[config.mk]
export PLATFORM = sky130hd
export DESIGN_NAME = fiber_autoneg_ability_regs
export DESIGN_NICKNAME = d
export VERILOG_FILES = /design/src/fiber_autoneg_pkg.sv /design/src/code_word_if.sv /design/src/fiber_autoneg_ability_regs.sv /design/src/partner_capture.sv
export VERILOG_INCLUDE_DIRS = /design/src
export SDC_FILE = /design/constraint.sdc
export NUM_CORES = 1
export LEC_CHECK = 0
export ABC_AREA = 1
export BUFFER_PORTS_ARGS = -buffer_cell sky130_fd_sc_hd__buf_2
export CAP_MARGIN = 20
export CORE_UTILIZATION = 40
export CTS_CLUSTER_DIAMETER = 30
export DETAILED_ROUTE_END_ITERATION = 8
export HOLD_SLACK_MARGIN = 0.03
export PLACE_DENSITY = 0.69
export SKIP_CTS_REPAIR_TIMING = 1
export SLEW_MARGIN = 20
export SYNTH_ARGS = -nofsm -noshare
export SYNTH_HDL_FRONTEND = slang
export SYNTH_SLANG_ARGS = --single-unit
[constraint.sdc]
create_clock -name core_clk -period 1.28 [get_ports core_clk]
set_input_delay 0 -clock core_clk [delete_from_list [all_inputs] [get_ports core_clk]]
set_output_delay 0 -clock core_clk [all_outputs]
set_load 0.05 [all_outputs]
[src/fiber_autoneg_map.svh]
`ifndef FIBER_AUTONEG_MAP_SVH
`define FIBER_AUTONEG_MAP_SVH

// Register offsets on the management port
`define ADV_WORD_OFS        5'h04
`define PARTNER_ABILITY_OFS 5'h05
`define FIBER_CTRL_OFS      5'h10

// Fiber control register fields
`define FIBER_MODE_LSB      0
`define FIBER_MODE_MSB      1
`define STATUS_FWD_BIT      7
`define FIBER_MODE_RST      2'h1
`define STATUS_FWD_RST      1'h1

// Advertised word fields, SGMII system layout and SGMII media word
`define ADV_LINK_BIT        15
`define ADV_DUPLEX_BIT      12
`define ADV_SPEED_LSB       10
`define ADV_TX_PAUSE_BIT    9
`define ADV_RX_PAUSE_BIT    8
`define ADV_MEDIA_BIT       7
`define ADV_LOW_FIXED       7'h01
`define MEDIA_ADV_CONST     16'h0001

// Partner ability masks per layout
`define BASEX_PARTNER_MASK  16'hffff
`define SYS_PARTNER_MASK    16'h7fff
`define MEDIA_PARTNER_MASK  16'hfc7f

`define WORD_RST            16'h0000

`endif

[src/fiber_autoneg_pkg.sv]
package fiber_autoneg_pkg;

  typedef logic [15:0] word_t;

  // Order matches the two-bit fiber mode field encoding
  typedef enum logic [1:0] {
    MODE_NONE,
    MODE_BASEX,
    MODE_SGMII_SYSTEM,
    MODE_SGMII_MEDIA
  } fiber_mode_e;

endpackage

[src/code_word_if.sv]
`timescale 1ns/1ps
interface code_word_if;
  logic                        link_up;
  logic                        page_valid;
  fiber_autoneg_pkg::word_t    page_word;
  fiber_autoneg_pkg::word_t    partner_word;

  modport capture (
    input  link_up,
    input  page_valid,
    input  page_word,
    output partner_word
  );

  modport owner (
    output link_up,
    output page_valid,
    output page_word,
    input  partner_word
  );
endinterface

[src/fiber_autoneg_ability_regs.sv]
// Implementation choice: the address-and-strobe port.
`timescale 1ns/1ps
`include "fiber_autoneg_map.svh"
// What this block does
// - SGMII system: advertised bit 15 shows copper link up.
// - SGMII system: advertised bit 12 shows resolved copper duplex.
// - SGMII system: advertised bits 11:10 show resolved copper speed.
// - SGMII system: advertised pause bits 9 and 8 show enables, zero without status forwarding.
// - SGMII system: advertised bit 7 shows active media, zero without status forwarding.
// - SGMII media: advertised word always reads 0x0001.
// - Fiber mode field picks the partner ability layout.
// - Partner bits clear on link down, load on each base page.
// - 1000BASE-X: partner bit 15 copies received next page bit.
// - Partner bit 14 copies received acknowledge in 1000BASE-X and both SGMII modes.
// - 1000BASE-X: partner bits 13:12 carry remote fault code.
// - 1000BASE-X: partner bits 8:7 carry received pause code.
// - 1000BASE-X: partner bits 6 and 5 copy duplex abilities.
// - SGMII media: partner bit 15 copies partner copper link.
// - SGMII media: partner bit 12 copies partner duplex.
// - SGMII media: partner bits 11:10 copy partner speed.
module fiber_autoneg_ability_regs #(
  parameter int ADDR_W = 5
) (
  input  wire logic                      core_clk,
  input  wire logic                      rst,
  input  wire logic                      clk_en,
  input  wire logic [ADDR_W-1:0]         reg_addr,
  input  wire logic [15:0]               reg_wdata,
  input  wire logic                      reg_wr,
  input  wire logic                      reg_rd,
  output logic      [15:0]               reg_rdata,
  input  wire logic                      copper_link_up,
  input  wire logic                      copper_full_duplex,
  input  wire logic [1:0]                copper_speed,
  input  wire logic                      tx_pause_en,
  input  wire logic                      rx_pause_en,
  input  wire logic                      fiber_media_active,
  input  wire logic                      fiber_link_up,
  input  wire logic                      page_rx_valid,
  input  wire logic [15:0]               page_rx_word
);

  // Elaboration-time check: the control word at 0x10 needs five address bits
  if (ADDR_W < 5) begin
    $error("ADDR_W must be at least 5");
  end

  code_word_if cw ();

  fiber_autoneg_pkg::fiber_mode_e  mode_reg;
  fiber_autoneg_pkg::fiber_mode_e  mode_next;
  logic                            fwd_reg;
  logic                            fwd_next;
  logic [15:0]                     rdata_reg;
  logic [15:0]                     rdata_next;
  fiber_autoneg_pkg::word_t        adv_word;
  fiber_autoneg_pkg::word_t        partner_view;

  assign cw.link_up    = fiber_link_up;
  assign cw.page_valid = page_rx_valid;
  assign cw.page_word  = page_rx_word;

  partner_capture u_capture (
    .core_clk (core_clk),
    .rst      (rst),
    .clk_en   (clk_en),
    .cw       (cw)
  );

  function automatic logic addr_hit(input logic [ADDR_W-1:0] a, input logic [4:0] ofs);
    addr_hit = (a == ADDR_W'(ofs));
  endfunction

  // Forwarded status bits all share one gate
  function automatic logic fwd_gate(input logic fwd, input logic bit_in);
    fwd_gate = fwd & bit_in;
  endfunction

  always_comb begin
    adv_word = `WORD_RST;
    case (mode_reg)
      fiber_autoneg_pkg::MODE_SGMII_SYSTEM: begin
        adv_word[6:0]                 = `ADV_LOW_FIXED;
        adv_word[`ADV_LINK_BIT]       = copper_link_up;
        adv_word[`ADV_DUPLEX_BIT]     = copper_full_duplex;
        adv_word[`ADV_SPEED_LSB +: 2] = copper_speed;
        adv_word[`ADV_TX_PAUSE_BIT]   = fwd_gate(fwd_reg, tx_pause_en);
        adv_word[`ADV_RX_PAUSE_BIT]   = fwd_gate(fwd_reg, rx_pause_en);
        adv_word[`ADV_MEDIA_BIT]      = fwd_gate(fwd_reg, fiber_media_active);
      end
      fiber_autoneg_pkg::MODE_SGMII_MEDIA: begin
        adv_word = `MEDIA_ADV_CONST;
      end
      default: begin
        adv_word = `WORD_RST;
      end
    endcase
  end

  // Capture keeps the raw word; each layout shows only its own fields
  always_comb begin
    case (mode_reg)
      fiber_autoneg_pkg::MODE_BASEX: begin
        partner_view = cw.partner_word & `BASEX_PARTNER_MASK;
      end
      fiber_autoneg_pkg::MODE_SGMII_SYSTEM: begin
        partner_view = cw.partner_word & `SYS_PARTNER_MASK;
      end
      fiber_autoneg_pkg::MODE_SGMII_MEDIA: begin
        partner_view = cw.partner_word & `MEDIA_PARTNER_MASK;
      end
      default: begin
        partner_view = `WORD_RST;
      end
    endcase
  end

  always_comb begin
    mode_next  = mode_reg;
    fwd_next   = fwd_reg;
    rdata_next = 16'h0000;
    // Only the control word accepts writes; the ability words ignore them
    if (reg_wr && addr_hit(reg_addr, `FIBER_CTRL_OFS)) begin
      mode_next = fiber_autoneg_pkg::fiber_mode_e'(reg_wdata[`FIBER_MODE_MSB:`FIBER_MODE_LSB]);
      fwd_next  = reg_wdata[`STATUS_FWD_BIT];
    end
    // Reads only select data, nothing is cleared by them
    if (reg_rd) begin
      if (addr_hit(reg_addr, `ADV_WORD_OFS)) begin
        rdata_next = adv_word;
      end else if (addr_hit(reg_addr, `PARTNER_ABILITY_OFS)) begin
        rdata_next = partner_view;
      end else if (addr_hit(reg_addr, `FIBER_CTRL_OFS)) begin
        rdata_next[`FIBER_MODE_MSB:`FIBER_MODE_LSB] = mode_reg;
        rdata_next[`STATUS_FWD_BIT]                 = fwd_reg;
      end
    end
  end

  always_ff @(posedge core_clk) begin
    if (rst) begin
      mode_reg  <= fiber_autoneg_pkg::fiber_mode_e'(`FIBER_MODE_RST);
      fwd_reg   <= `STATUS_FWD_RST;
      rdata_reg <= 16'h0000;
    end else if (clk_en) begin
      mode_reg  <= mode_next;
      fwd_reg   <= fwd_next;
      rdata_reg <= rdata_next;
    end
  end

  assign reg_rdata = rdata_reg;

endmodule

[src/partner_capture.sv]
`timescale 1ns/1ps
`include "fiber_autoneg_map.svh"
module partner_capture (
  input wire logic           core_clk,
  input wire logic           rst,
  input wire logic           clk_en,
  code_word_if.capture       cw
);

  fiber_autoneg_pkg::word_t  word_reg;
  fiber_autoneg_pkg::word_t  word_next;
  logic                      link_reg;
  logic                      link_next;

  // Pages arrive while the fiber link is still down, so only the falling edge clears
  always_comb begin
    link_next = cw.link_up;
    word_next = word_reg;
    if (link_reg && !cw.link_up) begin
      word_next = `WORD_RST;
    end
    // A page in the same cycle as the drop is kept: load wins over clear
    if (cw.page_valid) begin
      word_next = cw.page_word;
    end
  end

  always_ff @(posedge core_clk) begin
    if (rst) begin
      word_reg <= `WORD_RST;
      link_reg <= 1'b0;
    end else if (clk_en) begin
      word_reg <= word_next;
      link_reg <= link_next;
    end
  end

  assign cw.partner_word = word_reg;

endmodule

---- Word level (Yosys, flattened, before mapping) ----
Cells that the tools add are included.
Widths: inputs -> output; s select.
word-level totals
  output and inout port bits .............. 16
  bits in registers ....................... 36
  input port bits ......................... 51
  word-level logic and storage cells ...... 33
cells by class
  reductions and logical operators ........ 6
  equal/unequal tests ..................... 6
  muxes and demuxes ....................... 13
  bitwise operators ....................... 3
operators by type and width
  cell                count
  $mux 16             4
  $pmux 16 s3         1
  $pmux 13 s2         1
  $eq 5x3->1 const B  2
  $mux 8              1
  $eq 5x5->1 const B  1
  $mux 5              1
  $eq 2x2->1 const B  2
  $mux 2              2
  $reduce_and 2->1    2
  $and 1x1->1         3
  $mux 1              3
  $eq 2x1->1 const B  1
  $logic_and 1x1->1   2
  $reduce_bool 2->1   1
  $logic_not 1->1     1

---- Longest topological paths before layout ----
Gate-level depths: netlist (run 1).
  word-level depth ........................ 5
  mapped depth ............................ 8
  mapped depth without buffers ............ 7

---- Modules after synthesis ----
A second synthesis (run 1) with hierarchy kept.
unflattened totals
  cell total of the unflattened synthesis .. 234
  area, all modules ....................... 1695.4 um^2
modules (own cells, without submodules)
  module                      cells an instance  times used  area an instance (um^2)  seq. area each (um^2)
  fiber_autoneg_ability_regs  158                1           991.0                    380.4
  partner_capture             76                 1           704.4                    340.3

---- Worst setup path after synthesis (run 1) ----
No wires, ideal clock.
  path kind ............................... flip-flop to flip-flop
  start ................................... register mode_reg[0]
  end ..................................... register rdata_reg[7], in the netlist reg_rdata[7]
  data required time ...................... 1.148 ns
  path buffers ............................ 0
  clock period less this slack ............ 1.093 ns
  path slack .............................. 0.187 ns
  setup time .............................. 0.132 ns
  arrival ................................. 0.960 ns
  stages on the path, launching flop included .. 7
  cell sequence ........................... dfxtp_1 > nor2_1 > nor2_1 > nand3_1 > nand3_1 > nand2_1 > a21oi_1
between the ends
  word-level cells in the longest chain between the ends .. 5
  elaborated cells between the ends (all ways) .. 8
  those cells by class .................... eq/ne (3); mux (5)
RTL lines
  element                                   line                                                                 text
  start: declaration                        fiber_autoneg_ability_regs.sv:50                                     fiber_autoneg_pkg::fiber_mode_e mode_reg;
  start signal: assignment                  fiber_autoneg_ability_regs.sv:142                                    mode_reg <= fiber_autoneg_pkg::fiber_mode_e'(`FIBER_MODE_RST);
  start signal: assignment                  fiber_autoneg_ability_regs.sv:146                                    mode_reg <= mode_next;
  $eq 2x2->1 or $eq 2x1->1 (tied branches)  fiber_autoneg_ability_regs.sv:81, fiber_autoneg_ability_regs.sv:102
  $pmux 16 s3                               fiber_autoneg_ability_regs.sv:102                                    case (mode_reg)
  $mux 1                                    fiber_autoneg_ability_regs.sv:131                                    end else if (addr_hit(reg_addr, `PARTNER_ABILITY_OFS)) begin
  $mux 16 *                                 fiber_autoneg_ability_regs.sv:129                                    if (addr_hit(reg_addr, `ADV_WORD_OFS)) begin
  $mux 16 *                                 fiber_autoneg_ability_regs.sv:128                                    if (reg_rd) begin
  end signal: assignment                    fiber_autoneg_ability_regs.sv:148                                    rdata_reg <= rdata_next;
  end: declaration                          fiber_autoneg_ability_regs.sv:54                                     logic [15:0] rdata_reg;
Mark *: on every way between the ends. The rest lies on a longest branch, timed or not.
A chain may end at the register's enable or synchronous reset.

---- Final worst setup path (run 1) ----
  start ................................... register mode_reg[1]
  end ..................................... register rdata_reg[0], in the netlist reg_rdata[0]
between the ends
  word-level cells in the longest chain between the ends .. 5
  elaborated cells between the ends (all ways) .. 8
  those cells by class .................... eq/ne (3); mux (5)
RTL lines
  element                                   line
  $eq 2x2->1 or $eq 2x1->1 (tied branches)  fiber_autoneg_ability_regs.sv:81, fiber_autoneg_ability_regs.sv:102
  $pmux 16 s3                               fiber_autoneg_ability_regs.sv:102
  $mux 2                                    fiber_autoneg_ability_regs.sv:131
  $mux 16 *                                 fiber_autoneg_ability_regs.sv:129
  $mux 16 *                                 fiber_autoneg_ability_regs.sv:128
Marked as above.

==> flow_summary_export.csv, run 1 <==
group,metric,value,unit
detailed_routing,wire_per_inst,11.6,um
sta,whs,-7.52,ps
synth,yosysTopAreaCell,"dfxtp_1",
detailed_routing,ant_nets,0,
setup_path,critPathMaxFanout,5,
detailed_routing,drt-initial-drc-count,111,
layout,fill_cells,369,
sta,slew-limit-headroom,64.3,%
setup_path,crit_slowest_cell,"dfxtp_1",
floorplan,start_util,42.7,%
detailed_routing,drt_wl_total,4.04,mm
sta,period_minus_slack,1150,ps
setup_path,cpPeakStageDelay,330,ps
layout,insertedDiodeCount,0,
setup_path,start_kind,"flop",
status,violations,"negative hold slack",
setup_path,crit_chain,"nor2_1, inv_2, nand3_1, nand3_1, nand2_1, a21oi_1",
synth,yosys.area_share.simple,34.3,%
synth,syn_inst,224,
synth,synth_mux_area_share,0,%
floorplan,pin_count,67,
setup_path,path_common_cell,"nand3_1",
layout,fin_nets,351,
global_route,grt_max_degree,19,
global_route,antenna_found_initial,0,
sta,setup_viol,0,
synth,ys_seq_area_share,44.8,%
global_route,track_usage,20.1,%
layout,syn2layout_area_growth,38.8,%
synth,synth_top_area_share,44.8,%
synth,synth-adder-area-share,0,%
synth,netlist_area,1610,um^2
clock_network,clkTransAtPathRegs,60,ps
clock_network,numCtsBuffers,5,
layout,layout-drive-gt1-share,27.2,%
global_route,overflow,0,
detailed_routing,drt_pass1_iterations,4,
synth,synth-compound-area-share,14.1,%
sta,rsz0062_at_grt,"false",
global_route,grt_pass1_wl,6.58,mm
status,status,"finished with violations",
placement,dp_cells,322,
synth,syn-mean-instance-area,7.19,um^2
layout,post-route-util,59.3,%
synth,ys_ff_latch,36,
sta,hold_viol,1,
detailed_routing,route.detailed.drc,0,
clock_network,cts_tree,"yes",
floorplan,die_width,65.5,um
synth,syn_nets,275,
setup_path,cp-end-kind,"flop",
synth,synth_warnings,0,
synth,synth_top_family_by_area,"simple AND/OR/NAND/NOR gates",
sta,fmax,873,MHz
synth,synth_cell_type_count,20,
detailed_routing,viasPerCell,4.96,
synth,synth_xor_area_share,0,%
power,power.leakage,0.991,nW
global_route,grt_pass1_vias,1466,
setup_path,required,1440,ps
placement,gp_congestion,0.797,
synth,synth.top_cells.by_area,"dfxtp_1, nand3_1, a21oi_1, nand2_1, o21ai_1",
setup_path,critical_path_class,"flop to flop",
clock_network,clk_path_buf_depth,2,
power,peakVddDrop,0.500,mV
hold_path,hold_path_class,"input pin to flop",
placement,portBuffers,53,
floorplan,coreArea,3770,um^2
sta,slew_viol_final,0,
sta,fin_crit_sh,89.5,%
clock_network,cts-root-buf,"clkbuf_8",
setup_path,worstPathArrival,1310,ps
power,power.density,1010,nW/um^2
clock_network,htreeDepth,2,
floorplan,num_rows,22,
sta,fin_skew,9.71,ps
layout,final_cells,349,
clock_network,insertion_delay,290,ps
placement,place.detailed.hpwl,2.88,mm
sta,tns,0,ps
job,drv_cap,0,
floorplan,dieHeight,65.5,um
detailed_routing,vias,1732,
clock_network,cts_sinks,36,
floorplan,die_area,4280,um^2
sta,tightest_slew,534,ps
## cell families (layout without fill, tap and decap cells)
| logic type | after synthesis | count (layout) |
|---|---|---|
| compound gates | 45 | 45 |
| flops | 36 | 36 |
| simple gates | 116 | 116 |
| buf+inv | 27 | 104 |
## per-stage QoR
step | hold slack, ps | cell area [um^2] | worst slack, ps | total power, W
after floorplan | 126 | 1610 | 187 | 0.00131
final | -7.52 | 2230 | 135 | 0.00225
after detailed placement | 222 | 1950 | 128 | 0.00141
after global placement | 218 | 1950 | 129 | 0.00141
after global routing | 34.4 | 2230 | 9.69 | 0.00236
after CTS | -85.7 | 2040 | 123 | 0.00223
## critical path, delay by kind of cell, from the launching register on
family                 cells  cell delay (ps)
and+or+nand+nor            4              540
DFF                        1              330
buffers and inverters      1              100
AOI/OAI and AO/OA          1               50
## cells in the mapped netlist, drive strengths merged
library cell / count
nand3: 53
nand2: 48
a21oi: 38
dfxtp: 36
inv: 14
nor2: 10
buf: 6
clkbuf: 6
o21ai: 6
nand4: 3
nor3: 2
clkinv: 1
o211ai: 1
## per-layer routing
metal / global-route usage, % / vias up / part of all wire [%]
met2: 28.5 / 44 / 45
met1: 28.5 / 774 / 49
met5: 0 / - / 0
met3: 6.25 / 5 / 5.0
li1: - / 909 / -
met4: 6.52 / 0 / 1.2
## final timing paths
kind	from	slack, ps	cells past startpoint	end
hold / removal	fiber_link_up	-8	3	u_capture.link_reg$_SDFFE_PP0P_
setup reg to reg	mode_reg[1]$_SDFFE_PP0P_	130	6	reg_rdata[0]$_SDFFE_PP0P_
hold reg to reg	reg_rdata[4]$_SDFFE_PP0P_	460	2	reg_rdata[4]$_SDFFE_PP0P_
setup / recovery	mode_reg[1]$_SDFFE_PP0P_	130	6	reg_rdata[0]$_SDFFE_PP0P_
## cell usage in the layout (no fill, tap or decap), drive strengths merged
cell	Yosys	layout
nor3	2	2
a21oi	38	38
clkinv	1	1
dlygate4sd3	0	19
nand3	53	53
nand4	3	3
o211ai	1	1
nand2	48	48
nor2	10	10
clkbuf	6	8
dfxtp	36	36
o21ai	6	6
inv	14	14
buf	6	62
## report_power, final
group / internal (W) / total (W) / switching (W) / leakage, nW
Combinational: 0.000128 / 0.000269 / 0.000142 / 0.653
Sequential: 0.00115 / 0.00116 / 0.0000156 / 0.292
Clock: 0.000438 / 0.000818 / 0.000379 / 0.0455
Total: 0.00171 / 0.00225 / 0.000536 / 0.991
## cell type report
| cell class | instances | area (um^2) | area share (%) |
|---|---|---|---|
| inverters | 15 | 58.8 | 2.63 |
| flip-flops and latches | 36 | 721 | 32.3 |
| clock buffers | 8 | 90.1 | 4.03 |
| multi-input cells | 161 | 782 | 35.0 |
| repair buffers | 81 | 523 | 23.4 |
| well taps | 48 | 60.1 | 2.69 |
Note: power is estimated with default switching activity, not from simulation.
==> run 2: changes to the inputs <==
Settings changed: BUFFER_PORTS_ARGS -buffer_cell sky130_fd_sc_hd__buf_2 to default, DONT_BUFFER_PORTS from default to 1, PLACE_DENSITY 0.69 to default.
==> flow_summary_export.csv, run 2 (synthesis gave the netlist of run 1 again) <==
group,metric,value,unit
hold_path,hold_depth,4,
sta,fin_skew,5.96,ps
sta,fmax,861,MHz
floorplan,die_area,4280,um^2
sta,hold_viol,1,
setup_path,crit_slowest_cell,"dfxtp_1",
setup_path,path_common_cell,"nand3_1",
detailed_routing,drt-initial-drc-count,108,
placement,gp_congestion,0.833,
detailed_routing,ant_nets,0,
global_route,overflow,0,
detailed_routing,wire_per_inst,13.0,um
clock_network,cts-root-buf,"clkbuf_8",
floorplan,start_util,42.7,%
status,status,"finished with violations",
detailed_routing,viasPerCell,5.07,
sta,setup_viol,0,
clock_network,cts_tree,"yes",
detailed_routing,drt_wl_total,4.12,mm
setup_path,critical_path_class,"flop to flop",
floorplan,coreArea,3770,um^2
setup_path,start_kind,"flop",
layout,final_cell_mix,"nand3_1, nand2_1, a21oi_1",
clock_network,numCtsBuffers,5,
setup_path,required,1500,ps
floorplan,die_width,65.5,um
clock_network,clk_path_buf_depth,2,
detailed_routing,vias,1613,
sta,tightest_slew,487,ps
global_route,grt_pass1_vias,1362,
layout,insertedDiodeCount,0,
sta,fin_crit_sh,90.8,%
sta,period_minus_slack,1160,ps
global_route,grt_max_degree,35,
status,violations,"negative hold slack",
global_route,track_usage,19.1,%
power,power.density,1020,nW/um^2
placement,portBuffers,0,
setup_path,cpPeakStageDelay,440,ps
layout,final_common_cell,"nand3_1",
setup_path,r2r.worst_path.cells,6,
global_route,antenna_found_initial,0,
sta,tns,0,ps
layout,syn2layout_area_growth,35.1,%
setup_path,cp-end-kind,"flop",
job,drv_cap,0,
sta,whs,-2.89,ps
sta,fin_ws,118,ps
power,peakVddDrop,0.788,mV
floorplan,dieHeight,65.5,um
sta,slew-limit-headroom,67.5,%
floorplan,num_rows,22,
floorplan,pin_count,67,
clock_network,clkTransAtPathRegs,70,ps
detailed_routing,drt_pass1_iterations,4,
clock_network,htreeDepth,2,
setup_path,critPathMaxFanout,5,
layout,fin_nets,320,
clock_network,insertion_delay,290,ps
sta,slew_viol_final,0,
global_route,grt_pass1_wl,6.15,mm
placement,dp_slack,98.6,ps
power,power.leakage,0.850,nW
placement,place.detailed.hpwl,2.64,mm
hold_path,hold_path_class,"input pin to flop",
layout,layout-drive-gt1-share,15.6,%
setup_path,worstPathArrival,1380,ps
clock_network,cts_sinks,36,
detailed_routing,route.detailed.drc,0,
setup_path,crit_chain,"nor2_2, nor2_1, nand3_1, nand2_1, nand3_1, a21oi_1",
sta,rsz0062_at_grt,"false",
[run 2: final timing paths]
path                                  start                        end  slack, ps
setup reg to reg   mode_reg[0]$_SDFFE_PP1P_  reg_rdata[8]$_SDFFE_PP0P_        120
setup / recovery   mode_reg[0]$_SDFFE_PP1P_  reg_rdata[8]$_SDFFE_PP0P_        120
hold / removal                  tx_pause_en  reg_rdata[9]$_SDFFE_PP0P_         -3
hold reg to reg   reg_rdata[7]$_SDFFE_PP0P_  reg_rdata[7]$_SDFFE_PP0P_        470
[run 2: metal layers]
metal  routed length [um]  up-vias  track usage [%]
li1                     -      850                -
met5                    0        -                0
met1                 2000      720             26.2
met2                 1850       41             26.8
met3                  252        2             7.12
met4                   17        0             7.34
[run 2: area by class of cell]
cell class,count,area [um^2]
Inverter,15,58.8
Timing Repair Buffer,50,460
Clock buffer,7,86.3
Clock inverter,1,7.51
Fill cell,362,1600
Tap cell,48,60.1
Sequential cell,36,721
Multi-Input combinational cell,161,782
[run 2: where the power goes]
group          total (W)  switching (W)  internal (W)
Sequential       0.00116      0.0000168       0.00115
Combinational   0.000221       0.000115      0.000106
Clock           0.000826       0.000389      0.000437
Total            0.00221       0.000521       0.00169
[run 2: worst max-delay path: cells and delay by family, from the launching register on]
family	cells	cell delay, ps
and+or+nand+nor	5	560
AOI/OAI and AO/OA	1	110
DFF	1	440
[run 2: metrics by stage]
stage / power (W) / std cells / area (um^2) / utilization [%]
2_1_floorplan: 0.00131 / 224 / 1610 / -
3_3_place_gp: 0.00131 / 280 / 1770 / 46.9
3_5_place_dp: 0.00131 / 280 / 1770 / 46.9
4_1_cts: 0.00214 / 288 / 1860 / 49.4
5_1_grt: 0.00232 / 318 / 2180 / 57.7
6_report: 0.00221 / 318 / 2180 / 57.7
==> run 3: changes to the inputs <==
Settings changed: CORE_ASPECT_RATIO from default to 0.5, PLACE_DENSITY from default to 0.51.
==> flow_summary_export.csv, run 3 (synthesis gave the netlist of run 1 again) <==
group,metric,value,unit
global_route,grt_pass1_vias,1256,
hold_path,min_from,"reg_addr[4]",
layout,final_cell_mix,"nand3_1, nand2_1, a21oi_1",
setup_path,cp-end-kind,"flop",
global_route,grt_pass1_wl,6.29,mm
setup_path,critPathMaxFanout,3,
job,drv_cap,0,
detailed_routing,route.detailed.drc,0,
clock_network,clk_path_buf_depth,2,
setup_path,reg2reg_to,"reg_rdata[9]$_SDFFE_PP0P_",
detailed_routing,vias,1746,
floorplan,coreArea,3640,um^2
power,power.density,1090,nW/um^2
global_route,track_usage,19.9,%
sta,tns,0,ps
clock_network,cts_sinks,36,
placement,gp_congestion,0.891,
layout,fin_nets,324,
sta,hold_viol,0,
layout,syn2layout_area_growth,39.0,%
setup_path,reg2reg_from,"mode_reg[1]$_SDFFE_PP0P_",
power,power.leakage,0.872,nW
sta,fin_crit_sh,92.6,%
placement,portBuffers,0,
setup_path,rrSetupSlack,90,ps
hold_path,whs_endpoint,"reg_rdata[0]$_SDFFE_PP0P_",
layout,layout-drive-gt1-share,15.3,%
clock_network,cts-root-buf,"clkbuf_8",
floorplan,pin_count,67,
placement,dp_slack,128,ps
sta,fmax,843,MHz
sta,fin_ws,94.2,ps
setup_path,critical_path_class,"flop to flop",
sta,rsz0062_at_grt,"false",
power,peakVddDrop,0.699,mV
setup_path,start_kind,"flop",
global_route,grt_max_degree,35,
clock_network,insertion_delay,300,ps
layout,final_common_cell,"nand3_1",
sta,setup_viol,0,
detailed_routing,viasPerCell,5.37,
floorplan,num_rows,15,
clock_network,clkTransAtPathRegs,80,ps
detailed_routing,ant_nets,0,
detailed_routing,drt_pass1_iterations,4,
sta,period_minus_slack,1190,ps
setup_path,required,1470,ps
detailed_routing,drt_wl_total,4.62,mm
sta,fin_skew,8.11,ps
hold_path,hold_path_class,"input pin to flop",
detailed_routing,drt-initial-drc-count,61,
floorplan,start_util,44.2,%
global_route,overflow,0,
layout,insertedDiodeCount,0,
global_route,antenna_found_initial,0,
floorplan,die_width,91.7,um
detailed_routing,wire_per_inst,14.2,um
floorplan,die_area,4300,um^2
clock_network,numCtsBuffers,5,
sta,slew-limit-headroom,62.0,%
setup_path,r2r.worst_path.cells,6,
setup_path,worstPathArrival,1370,ps
clock_network,htreeDepth,2,
floorplan,dieHeight,46.9,um
hold_path,hold_depth,4,
clock_network,cts_tree,"yes",
status,status,"complete, no violations",
sta,slew_viol_final,0,
placement,place.detailed.hpwl,2.87,mm
sta,tightest_slew,568,ps
==> run 3: changes by cell type in the layout (fill, tap and decap cells not counted), sizes merged <==
cell / change
dlygate4sd3: +4
clkbuf: -2
bufinv: +1
inv: +1
==> run 3: final cells by class <==
| class | instances | area, um^2 |
|---|---|---|
| fillers | 334 | 1400 |
| inverters | 15 | 58.8 |
| repair buffers | 54 | 500 |
| multi-input cells | 161 | 779 |
| flip-flops and latches | 36 | 721 |
| clock buffers | 5 | 68.8 |
| clock inverters | 3 | 46.3 |
| well taps | 51 | 63.8 |
==> run 3: power by group <==
part | switching (W) | total [W] | internal [W]
Sequential | 0.0000148 | 0.00116 | 0.00115
Combinational | 0.000122 | 0.000235 | 0.000113
Clock | 0.000457 | 0.00104 | 0.000587
Total | 0.000594 | 0.00244 | 0.00185
==> run 3: worst max path at each step <==
stage	from	endpoint	slack [ps]	cells after the start
2_1_floorplan	mode_reg[0]$_SDFFE_PP1P_	reg_rdata[7]$_SDFFE_PP0P_	190	6
3_3_place_gp	mode_reg[1]$_SDFFE_PP0P_	reg_rdata[9]$_SDFFE_PP0P_	130	6
3_5_place_dp	mode_reg[0]$_SDFFE_PP1P_	reg_rdata[9]$_SDFFE_PP0P_	130	8
4_1_cts	mode_reg[1]$_SDFFE_PP0P_	reg_rdata[3]$_SDFFE_PP0P_	100	4
5_1_grt	mode_reg[0]$_SDFFE_PP1P_	reg_rdata[8]$_SDFFE_PP0P_	10	8
6_report	mode_reg[1]$_SDFFE_PP0P_	reg_rdata[9]$_SDFFE_PP0P_	90	6
==> run 3: worst max-delay path, stage by stage (launching register included) <==
cell and delay, ps:
dfxtp_1 330, nor2_1 280, nor2_1 130, nand3_1 110, nand2_1 70, nand3_1 90
a21oi_1 60
==> run 3: through the flow <==
stage	utilization (%)	std cells	hold WS [ps]	instance area, um^2	power (W)
after detailed placement	48.7	283	73.9	1770	0.00131
final	61.5	325	44.8	2240	0.00244
after global routing	61.5	325	62.0	2240	0.00254
after CTS	51.9	291	-248	1890	0.00235
after global placement	48.7	283	71.9	1770	0.00131
after floorplan	-	224	126	1610	0.00131
==> run 3: routing by layer <==
| layer | wire length [um] | vias up | share of wire [%] | track usage, % |
|---|---|---|---|---|
| met3 | 343 | 6 | 7.4 | 7.77 |
| met1 | 2360 | 820 | 51 | 28.0 |
| met2 | 1870 | 60 | 40 | 27.4 |
| met5 | 0 | - | 0 | 0 |
| met4 | 57 | 0 | 1.2 | 7.50 |
| li1 | - | 860 | - | - |
